<file path="src/core/dtec_pkg.sv">
// Constants shared by the dual timer/event counter block.
package dtec_pkg;

    // ****************************************************************
    // Register indices on the data memory port
    // ****************************************************************
    localparam logic [2:0] DTEC_T8_COUNT = 3'h0;
    localparam logic [2:0] DTEC_T8_CONTROL = 3'h1;
    localparam logic [2:0] DTEC_T16_LOW = 3'h2;
    localparam logic [2:0] DTEC_T16_HIGH = 3'h3;
    localparam logic [2:0] DTEC_T16_CONTROL = 3'h4;

    // ****************************************************************
    // Control register fields
    // ****************************************************************
    localparam int DTEC_MODE_HI = 7;
    localparam int DTEC_MODE_LO = 6;
    localparam int DTEC_SRC_BIT = 5;
    localparam int DTEC_RUN_BIT = 4;
    localparam int DTEC_EDGE_BIT = 3;
    localparam int DTEC_PSC_HI = 2;
    localparam int DTEC_PSC_LO = 0;

    localparam logic [1:0] DTEC_MODE_IDLE = 2'h0;
    localparam logic [1:0] DTEC_MODE_EVENT = 2'h1;
    localparam logic [1:0] DTEC_MODE_TIMER = 2'h2;
    localparam logic [1:0] DTEC_MODE_PULSE = 2'h3;

    // ****************************************************************
    // Reset values and timing
    // ****************************************************************
    localparam logic [7:0] DTEC_CTRL_RST = 8'h00;
    localparam logic [7:0] DTEC_PRE_RST = 8'h00;
    localparam logic [1:0] DTEC_DIV4_LAST = 2'h3;
    localparam logic [7:0] DTEC_FULL8 = 8'hff;
    localparam logic [15:0] DTEC_FULL16 = 16'hffff;

endpackage

</file>
<file path="src/core/dtec_top.sv">
// Dual timer/event counter: 8-bit prescaled and 16-bit buffered counters.
`timescale 1ns/1ns

module dtec_top import dtec_pkg::*; #(
    parameter bit HAS_T16 = 1'b1,      // Build the 16-bit counter.
    parameter bit T16_LOW_SPEED_INTERNAL_OSCILLATOR_OPT = 1'b1  // Allow slow oscillator source.
) (
    input wire logic clock_i,          // System clock, 100 MHz.
    input wire logic nrst_i,           // Asynchronous reset, active low.
    input wire logic ce_i,             // Clock enable; low freezes state.
    input wire logic [2:0] addr_i,     // Register index.
    input wire logic wr_i,             // Write strobe.
    input wire logic rd_i,             // Read strobe.
    input wire logic [7:0] wdata_i,    // Write data.
    input wire logic t8_pin_i,         // 8-bit counter event pin.
    input wire logic t16_event_pin_i,  // 16-bit counter event pin.
    input wire logic low_speed_internal_oscillator_clk_i,       // Slow internal oscillator level.
    input wire logic int_en8_i,        // 8-bit overflow request enable.
    input wire logic int_en16_i,       // 16-bit overflow request enable.
    output logic [7:0] rdata_o,        // Read data, held until next read.
    output logic irq8_o,               // 8-bit overflow request pulse.
    output logic irq16_o               // 16-bit overflow request pulse.
);

    // ****************************************************************
    // State
    // ****************************************************************
    typedef struct packed {
        logic [2:0] p8_sync;
        logic [2:0] p16_sync;
        logic [2:0] low_speed_internal_oscillator_sync;
        logic p8_lvl;
        logic p16_lvl;
        logic low_speed_internal_oscillator_lvl;
        logic [7:0] psc_cnt;
        logic [1:0] div4;
        logic [7:0] cnt8;
        logic [7:0] pre8;
        logic [7:0] ctl8;
        logic [15:0] cnt16;
        logic [15:0] pre16;
        logic [7:0] ctl16;
        logic [7:0] lowbuf;
        logic [7:0] rdata;
        logic pw8;
        logic pw16;
        logic irq8;
        logic irq16;
    } dtec_state_t;

    dtec_state_t state_reg;
    dtec_state_t state_next;

    // Counting condition for one counter given its control byte.
    function automatic logic count_now(input logic [7:0] ctl,
                                       input logic pin_edge,
                                       input logic pw,
                                       input logic itick);
        logic [1:0] md;
        md = ctl[DTEC_MODE_HI:DTEC_MODE_LO];
        count_now = 1'b0;
        if (ctl[DTEC_RUN_BIT]) begin
            case (md)
                DTEC_MODE_TIMER: count_now = itick;
                DTEC_MODE_EVENT: count_now = pin_edge;
                DTEC_MODE_PULSE: count_now = pw & itick;
                default: count_now = 1'b0;
            endcase
        end
    endfunction

    // Filtered pin level: accept a change once stages two and three agree.
    function automatic logic filt(input logic [2:0] s, input logic lvl);
        filt = (s[1] == s[2]) ? s[2] : lvl;
    endfunction

    logic p8_n, p16_n, low_speed_internal_oscillator_n;
    logic rise8, fall8, rise16, fall16, low_speed_internal_oscillator_rise;
    logic ev8, ev16, beg8, beg16, end8, end16;
    logic tick8, tick16, inc8, inc16, ovf8, ovf16;
    logic [7:0] psc_mask;
    logic [7:0] ctl16_eff;

    // ****************************************************************
    // Pin filtering and internal clock sources
    // ****************************************************************
    // Pins are asynchronous; only stages two and three are ever compared.
    assign p8_n = filt(state_reg.p8_sync, state_reg.p8_lvl);
    assign p16_n = filt(state_reg.p16_sync, state_reg.p16_lvl);
    assign low_speed_internal_oscillator_n = filt(state_reg.low_speed_internal_oscillator_sync, state_reg.low_speed_internal_oscillator_lvl);
    assign rise8 = p8_n & ~state_reg.p8_lvl;
    assign fall8 = ~p8_n & state_reg.p8_lvl;
    assign rise16 = p16_n & ~state_reg.p16_lvl;
    assign fall16 = ~p16_n & state_reg.p16_lvl;
    assign low_speed_internal_oscillator_rise = low_speed_internal_oscillator_n & ~state_reg.low_speed_internal_oscillator_lvl;

    // Edge bit low: event on rising, pulse of low level measured.
    assign ev8 = state_reg.ctl8[DTEC_EDGE_BIT] ? fall8 : rise8;
    assign ev16 = state_reg.ctl16[DTEC_EDGE_BIT] ? fall16 : rise16;
    assign beg8 = state_reg.ctl8[DTEC_EDGE_BIT] ? rise8 : fall8;
    assign beg16 = state_reg.ctl16[DTEC_EDGE_BIT] ? rise16 : fall16;
    assign end8 = state_reg.ctl8[DTEC_EDGE_BIT] ? fall8 : rise8;
    assign end16 = state_reg.ctl16[DTEC_EDGE_BIT] ? fall16 : rise16;

    // Prescale ratio is 2 to the power of the rate field.
    assign psc_mask = 8'((9'h1 << state_reg.ctl8[DTEC_PSC_HI:DTEC_PSC_LO])
                         - 9'h1);
    assign tick8 = (state_reg.psc_cnt & psc_mask) == psc_mask;
    assign tick16 = (T16_LOW_SPEED_INTERNAL_OSCILLATOR_OPT && state_reg.ctl16[DTEC_SRC_BIT])
                    ? low_speed_internal_oscillator_rise
                    : (state_reg.div4 == DTEC_DIV4_LAST);

    // An absent 16-bit counter reads as idle and never counts.
    assign ctl16_eff = HAS_T16 ? state_reg.ctl16 : DTEC_CTRL_RST;

    assign inc8 = count_now(state_reg.ctl8, ev8, state_reg.pw8, tick8);
    assign inc16 = count_now(ctl16_eff, ev16, state_reg.pw16, tick16);
    assign ovf8 = inc8 && state_reg.cnt8 == DTEC_FULL8;
    assign ovf16 = inc16 && state_reg.cnt16 == DTEC_FULL16;

    // ****************************************************************
    // Next state
    // ****************************************************************
    // Register writes are applied last so software wins over counting.
    always_comb begin
        state_next = state_reg;
        state_next.p8_sync = {state_reg.p8_sync[1:0], t8_pin_i};
        state_next.p16_sync = {state_reg.p16_sync[1:0], t16_event_pin_i};
        state_next.low_speed_internal_oscillator_sync = {state_reg.low_speed_internal_oscillator_sync[1:0], low_speed_internal_oscillator_clk_i};
        state_next.p8_lvl = p8_n;
        state_next.p16_lvl = p16_n;
        state_next.low_speed_internal_oscillator_lvl = low_speed_internal_oscillator_n;
        state_next.psc_cnt = state_reg.psc_cnt + 8'h01;
        state_next.div4 = state_reg.div4 + 2'h1;
        state_next.irq8 = ovf8 & int_en8_i;
        state_next.irq16 = ovf16 & int_en16_i;

        // Counting with reload of the preload value on overflow.
        if (ovf8) begin
            state_next.cnt8 = state_reg.pre8;
        end else if (inc8) begin
            state_next.cnt8 = state_reg.cnt8 + 8'h01;
        end
        if (ovf16) begin
            state_next.cnt16 = state_reg.pre16;
        end else if (inc16) begin
            state_next.cnt16 = state_reg.cnt16 + 16'h0001;
        end

        // Pulse width arm on the active edge, stop and clear run on return.
        if (state_reg.ctl8[DTEC_MODE_HI:DTEC_MODE_LO] == DTEC_MODE_PULSE
            && state_reg.ctl8[DTEC_RUN_BIT]) begin
            if (!state_reg.pw8 && beg8) begin
                state_next.pw8 = 1'b1;
            end else if (state_reg.pw8 && end8) begin
                state_next.pw8 = 1'b0;
                state_next.ctl8[DTEC_RUN_BIT] = 1'b0;
            end
        end
        if (ctl16_eff[DTEC_MODE_HI:DTEC_MODE_LO] == DTEC_MODE_PULSE
            && ctl16_eff[DTEC_RUN_BIT]) begin
            if (!state_reg.pw16 && beg16) begin
                state_next.pw16 = 1'b1;
            end else if (state_reg.pw16 && end16) begin
                state_next.pw16 = 1'b0;
                state_next.ctl16[DTEC_RUN_BIT] = 1'b0;
            end
        end

        // Writes: the count address is the preload register.
        if (wr_i) begin
            case (addr_i)
                DTEC_T8_COUNT: begin
                    state_next.pre8 = wdata_i;
                    if (!state_reg.ctl8[DTEC_RUN_BIT]) begin
                        state_next.cnt8 = wdata_i;
                    end
                end
                DTEC_T8_CONTROL: begin
                    state_next.ctl8 = wdata_i;
                    state_next.pw8 = 1'b0;
                end
                DTEC_T16_LOW: begin
                    state_next.lowbuf = wdata_i;
                end
                DTEC_T16_HIGH: begin
                    state_next.pre16 = {wdata_i, state_reg.lowbuf};
                    if (!state_reg.ctl16[DTEC_RUN_BIT]) begin
                        state_next.cnt16 = {wdata_i, state_reg.lowbuf};
                    end
                end
                DTEC_T16_CONTROL: begin
                    state_next.ctl16 = HAS_T16 ? wdata_i : DTEC_CTRL_RST;
                    state_next.pw16 = 1'b0;
                end
                default: begin
                end
            endcase
        end

        // Reads: high byte read latches the live low byte for later.
        if (rd_i) begin
            case (addr_i)
                DTEC_T8_COUNT: state_next.rdata = state_reg.cnt8;
                DTEC_T8_CONTROL: state_next.rdata = state_reg.ctl8;
                DTEC_T16_LOW: state_next.rdata = state_reg.lowbuf;
                DTEC_T16_HIGH: begin
                    state_next.rdata = state_reg.cnt16[15:8];
                    state_next.lowbuf = state_reg.cnt16[7:0];
                end
                DTEC_T16_CONTROL: state_next.rdata = ctl16_eff;
                default: state_next.rdata = 8'h00;
            endcase
        end
    end

    // ****************************************************************
    // Registers
    // ****************************************************************
    // Preload resets to zero, one legal instance of an unknown value.
    always_ff @(posedge clock_i or negedge nrst_i) begin
        if (!nrst_i) begin
            state_reg <= '0;
        end else if (ce_i) begin
            state_reg <= state_next;
        end
    end

    assign rdata_o = state_reg.rdata;
    assign irq8_o = state_reg.irq8;
    assign irq16_o = state_reg.irq16;

    // ****************************************************************
    // Checks
    // ****************************************************************
    property p_idle_hold;
        @(posedge clock_i) disable iff (!nrst_i)
        (ce_i && !wr_i && state_reg.ctl8[DTEC_MODE_HI:DTEC_MODE_LO]
         == DTEC_MODE_IDLE) |=> $stable(state_reg.cnt8);
    endproperty
    a_idle_hold: assert property (p_idle_hold)
        else $error("Idle 8-bit counter changed.");

    property p_halt_hold;
        @(posedge clock_i) disable iff (!nrst_i)
        (ce_i && !wr_i && !state_reg.ctl16[DTEC_RUN_BIT])
        |=> $stable(state_reg.cnt16);
    endproperty
    a_halt_hold: assert property (p_halt_hold)
        else $error("Halted 16-bit counter changed.");

    property p_reload;
        @(posedge clock_i) disable iff (!nrst_i)
        (ce_i && !wr_i && ovf8) |=> state_reg.cnt8 == $past(state_reg.pre8)
        && irq8_o == $past(int_en8_i);
    endproperty
    a_reload: assert property (p_reload)
        else $error("8-bit overflow did not reload or request.");

    property p_irq_gate;
        @(posedge clock_i) disable iff (!nrst_i)
        (ce_i && !int_en16_i) |=> !irq16_o;
    endproperty
    a_irq_gate: assert property (p_irq_gate)
        else $error("16-bit request passed a zero enable.");

    property p_wr_halted;
        @(posedge clock_i) disable iff (!nrst_i)
        (ce_i && wr_i && addr_i == DTEC_T8_COUNT
         && !state_reg.ctl8[DTEC_RUN_BIT]) |=> state_reg.cnt8 == $past(wdata_i);
    endproperty
    a_wr_halted: assert property (p_wr_halted)
        else $error("Halted preload write missed the counter.");

    property p_wr_running;
        @(posedge clock_i) disable iff (!nrst_i)
        (ce_i && wr_i && addr_i == DTEC_T8_COUNT && !ovf8
         && state_reg.ctl8[DTEC_RUN_BIT]) |=> state_reg.pre8 == $past(wdata_i)
        && (state_reg.cnt8 == $past(state_reg.cnt8)
            || state_reg.cnt8 == $past(state_reg.cnt8) + 8'h01);
    endproperty
    a_wr_running: assert property (p_wr_running)
        else $error("Running preload write disturbed the counter.");

    property p_low_write;
        @(posedge clock_i) disable iff (!nrst_i)
        (ce_i && wr_i && addr_i == DTEC_T16_LOW && !inc16)
        |=> $stable(state_reg.cnt16) && state_reg.lowbuf == $past(wdata_i);
    endproperty
    a_low_write: assert property (p_low_write)
        else $error("Low byte write reached the counter.");

    property p_high_write;
        @(posedge clock_i) disable iff (!nrst_i)
        (ce_i && wr_i && addr_i == DTEC_T16_HIGH
         && !state_reg.ctl16[DTEC_RUN_BIT])
        |=> state_reg.cnt16 == {$past(wdata_i), $past(state_reg.lowbuf)};
    endproperty
    a_high_write: assert property (p_high_write)
        else $error("High byte write did not pair with buffer.");

    property p_low_read;
        @(posedge clock_i) disable iff (!nrst_i)
        (ce_i && rd_i && addr_i == DTEC_T16_LOW)
        |=> rdata_o == $past(state_reg.lowbuf);
    endproperty
    a_low_read: assert property (p_low_read)
        else $error("Low byte read did not return the buffer.");

    property p_event;
        @(posedge clock_i) disable iff (!nrst_i)
        (ce_i && !wr_i && ev8 && state_reg.ctl8[DTEC_RUN_BIT]
         && state_reg.ctl8[DTEC_MODE_HI:DTEC_MODE_LO] == DTEC_MODE_EVENT
         && state_reg.cnt8 != DTEC_FULL8)
        |=> state_reg.cnt8 == $past(state_reg.cnt8) + 8'h01;
    endproperty
    a_event: assert property (p_event)
        else $error("Pin event did not add one.");

    property p_pulse_end;
        @(posedge clock_i) disable iff (!nrst_i)
        (ce_i && !wr_i && state_reg.pw8 && end8 && state_reg.ctl8[DTEC_RUN_BIT]
         && state_reg.ctl8[DTEC_MODE_HI:DTEC_MODE_LO] == DTEC_MODE_PULSE)
        |=> !state_reg.ctl8[DTEC_RUN_BIT] ##1 $stable(state_reg.cnt8);
    endproperty
    a_pulse_end: assert property (p_pulse_end)
        else $error("Pulse end did not clear run and stop.");

endmodule

</file>
<file path="config.mk">
export PLATFORM = sky130hd
export DESIGN_NAME = dtec_top
export DESIGN_NICKNAME = d
export VERILOG_FILES = /design/src/core/dtec_pkg.sv /design/src/core/dtec_top.sv
export SDC_FILE = /design/constraint.sdc
export NUM_CORES = 1
export LEC_CHECK = 0
export BUFFER_PORTS_ARGS = -buffer_cell sky130_fd_sc_hd__buf_2
export CAP_MARGIN = 20
export CORE_AREA = 8 8 111 113
export DETAILED_ROUTE_END_ITERATION = 16
export DIE_AREA = 0 0 119 121
export GPL_TIMING_DRIVEN = 0
export PLACE_DENSITY = 0.72
export SLEW_MARGIN = 15
export SYNTH_ARGS = -nofsm -noshare
export SYNTH_HDL_FRONTEND = slang
export SYNTH_SLANG_ARGS = --single-unit
export TNS_END_PERCENT = 100
</file>
<file path="constraint.sdc">
create_clock -name clock_i -period 4 [get_ports clock_i]
set_clock_uncertainty 0.2 [all_clocks]
set_input_delay 0.6 -clock clock_i [delete_from_list [all_inputs] [get_ports clock_i]]
set_output_delay 0.6 -clock clock_i [all_outputs]
set_load 0.005 [all_outputs]
</file>
==> key figures, run 1 <==
Timing
  • Final Hold Viols: 0
  • Setup TNS: 0 ns
  • RSZ-0062 raised after global routing: false
  • Final Cycle Share: 64.9%
  • Final setup fails: 0
  • Fin crit period: 2.59 ns
  • Max frequency: 385 MHz
  • Max transition margin: 47.9%
  • Final slew viol count: 0
  • Worst-Margin Slew: 0.781 ns

Setup path
  • Reg2Reg Depth: 8
  • CP Capture Type: register
  • R2r endpoint: state_reg[47]
  • Reg-to-reg startpoint: state_reg[44]
  • Critical Path AT: 2.66 ns
  • Crit Path Class: in2reg
  • Worst setup startpoint: addr_i[2]
  • CP Max Fanout: 10
  • CP required: 4.06 ns
  • Worst Setup EP: state_reg[52]
  • Crit start category: input port
  • Worst R2R Setup Slack: 1.49 ns

Power and ir drop
  • Clock power frac: 21.6%
  • Pleak: 2.72 nW
  • Max rail drop VDD: 0.275 mV
  • Comb power frac: 25.7%
  • Int Pwr: 0.00202 W
  • Sw power: 0.00108 W
  • Seq pwr share: 52.8%
  • Sw frac: 34.9%
  • Pwr dens: 499 nW/um^2

Final layout
  • Share of cells above drive strength 1: 19.7%
  • FILL cells: 949
  • Max FFs per register: 81
  • Leading cell type in the layout, fill and taps excluded: dfrtp_1
  • Area Overhead vs Synth: 9.67%
  • Diode count: 0
  • Core Util, Final: 58.7%
  • NumNets Final: 639
  • Most frequent cells in the layout: 105 x dfrtp_1, 47 x nand2_1, 47 x a21oi_1, 45 x nor2_1, 40 x mux2_2

Clock network
  • CTS H-Tree Depth: 3
  • CTS tree: built
  • CTS sink cnt: 105
  • Setup bufs post-CTS: 0
  • Root Buffer: clkbuf_8
  • Clock slew at reported path FFs: 0.10 ns
  • Max clock buf depth: 2
  • Cts bufs inserted: 9
  • Worst-skew pair later-pin latency: 0.38 ns

Die
  • Overall die height: 121 um
  • Die area: 14400 um^2
  • Initial Util: 53.6%
  • Die Wd: 119 um
  • Core area: 10600 um^2
  • Placement Rows: 38
  • IO Count: 31

Route
  • Routed vias/inst: 6.40
  • Final wirelength: 16000 um
  • Vias: 4858
  • Post-DRT Antenna Nets: 0
  • Initial DRC count: 433
  • DRC viols: 0
  • 1st-pass router iterations: 6
  • Post-DR wirelength/cell: 21.1 um

Synthesis
  • Top cells by area, synth: dfrtp_1 46%, mux2_2 7.9%, a21oi_1 4.1%, nand2_1 3.1%, o21ai_0 3.1%
  • Synth async-reset ratio: 100%
  • Synth Flop Type: dfrtp_1
  • Number of synthesized flops with an enable pin: 0
  • Area share of the largest cell type after synthesis: 46.3%
  • Syn Nets: 599
  • Gate Count Post-Synth: 574
  • Synthesized flop and latch total: 105
  • Mapped Area: 5680 um^2
  • Area leader, netlist: dfrtp_1
  • Synthesized area per cell: 9.89 um^2
  • Cell variety after synth: 72
  • Warnings, synthesis: 0
  • Sequential area share after synthesis: 46.3%

Global route
  • Largest net degree at the start of global routing: 57
  • First-pass GRT wire length: 25800 um
  • Vias in the first global route: 4714
  • Antenna violations before repair: 0
  • Gr ovfl total: 0
  • Gr usage total: 22.7%

Flow run
  • Max-Cap Viols: 0

Status
  • Status: complete, no violations

Min path
  • Hold Crit Class: in2reg

Place
  • Port Buffers: 27
  • Placer congestion estimate: 0.908
  • Half-perimeter wire length after placement: 11400 um
## worst min-delay path by stage
stage | slack, ns | endpoint | startpoint | depth (start not counted)
floorplan | 0.10 | ctl16_eff[0] | nrst_i | 0
global placement | 0.25 | state_reg[92] | state_reg[92] | 1
detailed placement | 0.27 | state_reg[92] | state_reg[92] | 1
CTS | 0.23 | state_next[98] | low_speed_internal_oscillator_clk_i | 2
global route | 0.25 | state_next[98] | low_speed_internal_oscillator_clk_i | 2
finish | 0.25 | state_next[98] | low_speed_internal_oscillator_clk_i | 2
## layout make-up
cell class | instances | area (um^2) | area share (%)
inverters | 21 | 78.8 | 1.27
multi-input cells | 411 | 2780 | 44.7
well taps | 140 | 175 | 2.81
clock inverters | 6 | 57.6 | 0.924
plain buffers | 37 | 191 | 3.07
clock buffers | 10 | 138 | 2.21
flip-flops and latches | 105 | 2630 | 42.2
repair buffers | 29 | 179 | 2.87
## synthesized netlist by cell type (all sizes together) (2+ instances only)
master,instances
dfrtp,105
a21oi,48
nand2,47
nor2,47
mux2,43
o21ai,39
buf,25
o22ai,23
inv,21
nand4,16
mux2i,15
nand3,13
and3,12
clkbuf,12
a22o,8
nor3,8
a31oi,7
a221oi,6
nand2b,5
nor2b,5
xor2,5
and4,4
ha,4
o22a,4
a22oi,3
o2111ai,3
o211ai,3
or3,3
xnor2,3
a211o,2
a211oi,2
a311oi,2
a32o,2
and4bb,2
o21a,2
o221a,2
o221ai,2
or2,2
## cell families (layout without fill, tap and decap cells)
family	Yosys count	in the layout	synth area share, %
AOI/OAI and AO/OA	170	170	19.7
xor gates and xnor gates	8	8	1.23
and+or+nand+nor	170	170	15.6
buffers and inverters	58	103	4.76
DFF	105	105	46.3
adders and majority gates	4	4	0.881
muxes	59	59	11.6
## what timing repair did
item                                   in CTS  in global routing
endpoints found under the hold margin      49                  0
hold buffers                                1                  0
gates resized for setup                     0                  0
## layer usage
layer	global-route usage, %	vias to the layer above	share of wire, %
met5	0	-	0
met4	9.17	0	2.9
met3	5.35	40	8.0
met2	34.5	210	45
met1	30.6	2396	44
li1	-	2212	-
## through the flow
step | area (um^2) | total power [W] | std cells | hold WS (ns) | worst slack, ns
finish | 6230 | 0.00311 | 759 | 0.246 | 1.41
global route | 6230 | 0.00328 | 759 | 0.250 | 1.22
detailed placement | 6020 | 0.00243 | 742 | 0.273 | 1.07
floorplan | 5680 | 0.00214 | 574 | 0.104 | 1.59
CTS | 6230 | 0.00310 | 759 | 0.235 | 1.46
global placement | 5990 | 0.00238 | 741 | 0.254 | 1.02
## power by group through the flow
stage	Sequential (W)	Combinational, W	Clock [W]
2_1_floorplan	0.00154	0.000601	0
3_3_place_gp	0.00163	0.000750	0
3_5_place_dp	0.00165	0.000784	0
4_1_cts	0.00163	0.000793	0.000681
5_1_grt	0.00167	0.000886	0.000717
6_report	0.00164	0.000798	0.000670
## critical path: stages
cell      delay [ns]
buf_2           0.18
nand2b_1        0.16
clkbuf_1        0.21
nor3_2          0.63
nor2_1          0.23
a32o_1          0.32
a221o_1         0.31
Note: power is estimated with default switching activity, not from simulation.
==> run 2: changes to the inputs <==
==> constraint.sdc (replaced) <==
create_clock -name clock_i -period 2.45 [get_ports clock_i]
set_clock_uncertainty 0.2 [all_clocks]
set_input_delay 0.3675 -clock clock_i [delete_from_list [all_inputs] [get_ports clock_i]]
set_output_delay 0.3675 -clock clock_i [all_outputs]
set_load 0.005 [all_outputs]
==> run 2 against run 1 <==
Net effect:
- core utilization rose by 0.94 points
- sequential share of layout area fell by 0.63 points
- critical path depth fell by 1
- via count rose by 0.47%
- count of clock-buffer cells in the layout did not move
- sequential power rose by 64%
- global-route usage did not move
- register-to-register slack got worse by 1.4 ns
- power rose by 65%
- die area did not move
- worst hold slack got worse by 0.23 ns
==> key figures, run 2 (synthesis gave the netlist of run 1 again) <==
Status
  • Status: complete, no violations

Die
  • Core area: 10600 um^2
  • Die area: 14400 um^2
  • Initial Util: 53.6%
  • Die Wd: 119 um
  • IO Count: 31
  • Placement Rows: 38
  • Overall die height: 121 um

Setup path
  • CP Max Fanout: 7
  • Worst R2R Setup Slack: 0.08 ns
  • CP max stage delay: 0.46 ns
  • Crit Path Class: reg2reg
  • Slowest CP cell: dfrtp_1
  • Worst setup startpoint: ctl16_eff[3]
  • CP Capture Type: register
  • Reg2Reg Depth: 6
  • CP required: 2.51 ns
  • R2r endpoint: state_reg[52]
  • Critical Path AT: 2.43 ns
  • Crit start category: register
  • CP cell instances: and4bb_1 -> a31oi_4 -> o32a_4 -> nor3_4 -> nand4_1 -> a221o_1
  • Reg-to-reg startpoint: ctl16_eff[3]

Clock network
  • Max clock buf depth: 2
  • CTS H-Tree Depth: 3
  • CTS sink cnt: 105
  • Clock slew at reported path FFs: 0.10 ns
  • Worst-skew pair later-pin latency: 0.38 ns
  • CTS tree: built
  • Cts bufs inserted: 9
  • Root Buffer: clkbuf_8

Power and ir drop
  • Comb power frac: 26.3%
  • Final total power: 0.00513 W
  • Clock power frac: 21.4%
  • Pwr dens: 811 nW/um^2
  • Max rail drop VDD: 0.451 mV
  • Int Pwr: 0.00332 W
  • Seq pwr share: 52.4%
  • Sw power: 0.00181 W
  • Pleak: 2.72 nW
  • Sw frac: 35.2%

Min path
  • HP Start: low_speed_internal_oscillator_clk_i
  • Endpoint, Worst Hold: state_next[98]
  • Hold Crit Class: in2reg
  • Cells on Worst Hold Path: 2

Global route
  • Largest net degree at the start of global routing: 57
  • Antenna violations before repair: 0
  • Gr ovfl total: 0
  • Vias in the first global route: 4714
  • Gr usage total: 22.7%
  • First-pass GRT wire length: 25800 um

Timing
  • Final setup fails: 0
  • Max transition margin: 49.9%
  • Hold slack: 0.0165 ns
  • Worst-Margin Slew: 0.748 ns
  • Final Cycle Share: 96.7%
  • Final Hold Viols: 0
  • Max frequency: 422 MHz
  • Final slew viol count: 0
  • Fin crit period: 2.37 ns
  • Setup TNS: 0 ns

Final layout
  • NumNets Final: 643
  • Non-Filler Instances: 763
  • Leading cell type in the layout, fill and taps excluded: dfrtp_1
  • Diode count: 0
  • Core Util, Final: 59.7%
  • Max FFs per register: 81
  • Share of cells above drive strength 1: 21.7%
  • Area Overhead vs Synth: 11.4%
  • Most frequent cells in the layout: 103 x dfrtp_1, 47 x nand2_1, 46 x a21oi_1, 42 x nor2_1, 40 x mux2_2

Route
  • Initial DRC count: 441
  • Final wirelength: 16300 um
  • 1st-pass router iterations: 5
  • Post-DRT Antenna Nets: 0
  • Routed vias/inst: 6.40
  • Vias: 4881
  • DRC viols: 0
  • Post-DR wirelength/cell: 21.3 um

Place
  • Half-perimeter wire length after placement: 11400 um
  • Inst Count DP: 742
  • Port Buffers: 27
  • Placer congestion estimate: 0.908

Flow run
  • Max-Cap Viols: 0
run 2: cell count changes in the layout (fill, tap and decap cells not counted), sizes merged:
cell	delta
buf	+1
clkbuf	+3
run 2: how the worst max path moves through the flow:
| stage | end | depth (start not counted) |
|---|---|---|
| 2_1_floorplan | state_reg[63] | 7 |
| 4_1_cts | state_reg[59] | 6 |
| 6_report | state_reg[52] | 6 |
| 3_5_place_dp | state_reg[52] | 7 |
| 3_3_place_gp | state_reg[30] | 1 |
| 5_1_grt | state_reg[52] | 6 |
run 2: layout make-up:
| type | instances | area [um^2] |
|---|---|---|
| Fill cell | 937 | 4270 |
| Multi-Input combinational cell | 411 | 2840 |
| Sequential cell | 105 | 2630 |
| Timing Repair Buffer | 33 | 209 |
| Buffer | 37 | 199 |
| Tap cell | 140 | 175 |
| Clock buffer | 10 | 138 |
| Inverter | 21 | 78.8 |
| Clock inverter | 6 | 57.6 |
run 2: power by group through the flow:
stage	Combinational [W]	Clock (W)	Sequential, W
3_3_place_gp	0.00122	0	0.00267
5_1_grt	0.00150	0.00117	0.00274
2_1_floorplan	0.000981	0	0.00252
3_5_place_dp	0.00128	0	0.00269
6_report	0.00135	0.00110	0.00269
4_1_cts	0.00130	0.00111	0.00266
run 2: repair_timing:
item | CTS | global route
resized for setup | 1 | 15
setup endpoints to repair | 2 | 17
buffers inserted | 0 | 4
hold endpoints to repair | 49 | 0
pin swaps | 0 | 1
hold buffers | 1 | 0
run 2: metal layers:
| metal | up-vias | GRT usage [%] | part of all wire, % |
|---|---|---|---|
| met5 | - | 0 | 0 |
| met4 | 0 | 9.17 | 2.6 |
| met3 | 33 | 5.35 | 7.7 |
| met2 | 194 | 34.5 | 45 |
| met1 | 2435 | 30.6 | 44 |
| li1 | 2219 | - | - |
run 2: through the flow:
step | setup slack (ns) | cell area, um^2
2_1_floorplan | 0.274 | 5680
3_3_place_gp | -0.294 | 5990
3_5_place_dp | -0.247 | 6020
4_1_cts | 0.00512 | 6230
5_1_grt | -0.00243 | 6330
6_report | 0.0807 | 6330
run 2: worst max-delay path: cells and delay by family (launching register included):
kind | cells | cell delay, ns
AND/OR/NAND/NOR | 3 | 0.77
flip-flops | 1 | 0.46
AO/OA/AOI/OAI | 3 | 0.83
==> run 3: changes to the inputs <==
==> constraint.sdc (replaced) <==
create_clock -name clock_i -period 2.45 [get_ports clock_i]
set_clock_uncertainty 0.2 [all_clocks]
set_input_delay 0.245 -clock clock_i [delete_from_list [all_inputs] [get_ports clock_i]]
set_output_delay 0.245 -clock clock_i [all_outputs]
set_load 0.005 [all_outputs]
==> run 3 against run 2 <==
Net effect:
- first-iteration DRC count rose by 2.3%
- cell area rose by 0.95%
- worst hold slack improved by 0.017 ns
- sequential share of layout area fell by 0.39 points
- register-to-register slack barely moved
- sequential power barely moved
- clock power barely moved
==> key figures, run 3 (synthesis gave the netlist of run 1 again) <==
Status
  • Status: complete, no violations

Place
  • Half-perimeter wire length after placement: 11400 um
  • DP Area: 6020 um^2
  • Port Buffers: 27
  • Placer congestion estimate: 0.908

Global route
  • Gr usage total: 22.8%
  • Antenna violations before repair: 0
  • First-pass GRT wire length: 25900 um
  • Largest net degree at the start of global routing: 57
  • Gr ovfl total: 0
  • Vias in the first global route: 4739

Final layout
  • Max FFs per register: 81
  • FILL cells: 929
  • Design area: 6390 um^2
  • Area Overhead vs Synth: 12.5%
  • NumNets Final: 649
  • Share of cells above drive strength 1: 21.5%
  • Leading cell type in the layout, fill and taps excluded: dfrtp_1
  • Diode count: 0
  • Most frequent cells in the layout: 103 x dfrtp_1, 47 x nand2_1, 46 x a21oi_1, 42 x nor2_1, 40 x mux2_2
  • Footprint of the multi-input gates: 2840 um^2
  • Register area: 2630 um^2

Clock network
  • Cts bufs inserted: 9
  • CTS sink cnt: 105
  • Root Buffer: clkbuf_8
  • CTS tree: built
  • Clock slew at reported path FFs: 0.10 ns
  • Worst-skew pair later-pin latency: 0.38 ns
  • Max clock buf depth: 2
  • CTS H-Tree Depth: 3

Timing
  • Final slew viol count: 0
  • Final Cycle Share: 96.9%
  • Max transition margin: 49.6%
  • Final setup fails: 0
  • Final Hold Viols: 0
  • Hold slack: 0.0338 ns
  • Worst-Margin Slew: 0.752 ns
  • Max frequency: 421 MHz
  • Fin crit period: 2.37 ns

Route
  • Initial DRC count: 451
  • Routed vias/inst: 6.42
  • Post-DRT Antenna Nets: 0
  • Post-DR wirelength/cell: 21.2 um
  • 1st-pass router iterations: 5
  • DRC viols: 0
  • Vias: 4935
  • Final wirelength: 16300 um

Power and ir drop
  • Pwr dens: 806 nW/um^2
  • Pleak: 2.75 nW
  • Final total power: 0.00515 W
  • Max rail drop VDD: 0.455 mV

Die
  • Die Wd: 119 um
  • IO Count: 31
  • Placement Rows: 38
  • Die area: 14400 um^2
  • Overall die height: 121 um
  • Core area: 10600 um^2
  • Initial Util: 53.6%

Setup path
  • Critical Path AT: 2.44 ns
  • Reg2Reg Depth: 6
  • CP required: 2.51 ns
  • Reg-to-reg startpoint: ctl16_eff[3]
  • Crit Path Class: reg2reg
  • CP Max Fanout: 7
  • CP Capture Type: register
  • R2r endpoint: state_reg[52]
  • Worst R2R Setup Slack: 0.08 ns
  • Crit start category: register

Min path
  • Endpoint, Worst Hold: state_reg[53]
  • Hold Crit Class: in2reg
  • Cells on Worst Hold Path: 3
  • HP Start: wdata_i[1]

Flow run
  • Max-Cap Viols: 0
## run 3: layout make-up
type	instances	share of cell area (%)
Multi-Input combinational cell	411	44.5
Sequential cell	105	41.2
Timing Repair Buffer	39	4.21
Buffer	37	3.11
Tap cell	140	2.74
Clock buffer	10	2.15
Inverter	21	1.23
Clock inverter	6	0.901
## run 3: timing repair
item                                   CTS  global route
hold buffers                             7             0
setup endpoints to repair                2            17
endpoints found under the hold margin   55             0
pin swaps                                0             1
resized for setup                        1            15
setup buffers                            0             4
## run 3: power by group
part           total, W  switching [W]  leakage, nW  internal, W
clock           0.00110       0.000606        0.102     0.000494
sequential      0.00269       0.000510         1.25      0.00218
combinational   0.00136       0.000700         1.40     0.000659
total           0.00515        0.00182         2.75      0.00333
## run 3: metrics by stage
step | TNS (ns) | worst slack [ns] | std cells | utilization, %
2_1_floorplan | 0 | 0.344 | 574 | -
3_3_place_gp | -17.66 | -0.172 | 741 | 56.5
3_5_place_dp | -0.212 | -0.124 | 742 | 56.8
4_1_cts | 0 | 0.00512 | 765 | 59.3
5_1_grt | -0.00243 | -0.00243 | 769 | 60.3
6_report | 0 | 0.0764 | 769 | 60.3
## run 3: per-layer routing
metal	share of wire (%)	wire, um	track usage, %	vias to the layer above
met5	0	0	0	-
met4	2.7	448	8.93	0
met3	7.8	1270	5.21	36
met2	46	7430	34.8	202
met1	44	7180	30.9	2473
li1	-	-	-	2224
## run 3: worst max-delay path by stage
stage                     depth (start not counted)            end  slack [ns]             from
after floorplan                                   6  state_reg[52]        0.34  state_next[102]
after global placement                            1  state_reg[30]       -0.17           nrst_i
after detailed placement                          7  state_reg[52]       -0.12        addr_i[2]
after CTS                                         6  state_reg[59]       0.005  state_next[102]
after global routing                              6  state_reg[52]      -0.002  state_next[102]
final                                             6  state_reg[52]        0.08     ctl16_eff[3]
## run 3: critical path, stage by stage, from the launching register on
cell      delay (ns)
dfrtp_1         0.46
and4bb_1        0.33
a31oi_4         0.07
o32a_4          0.45
nor3_4          0.29
nand4_1         0.14
a221o_1         0.31
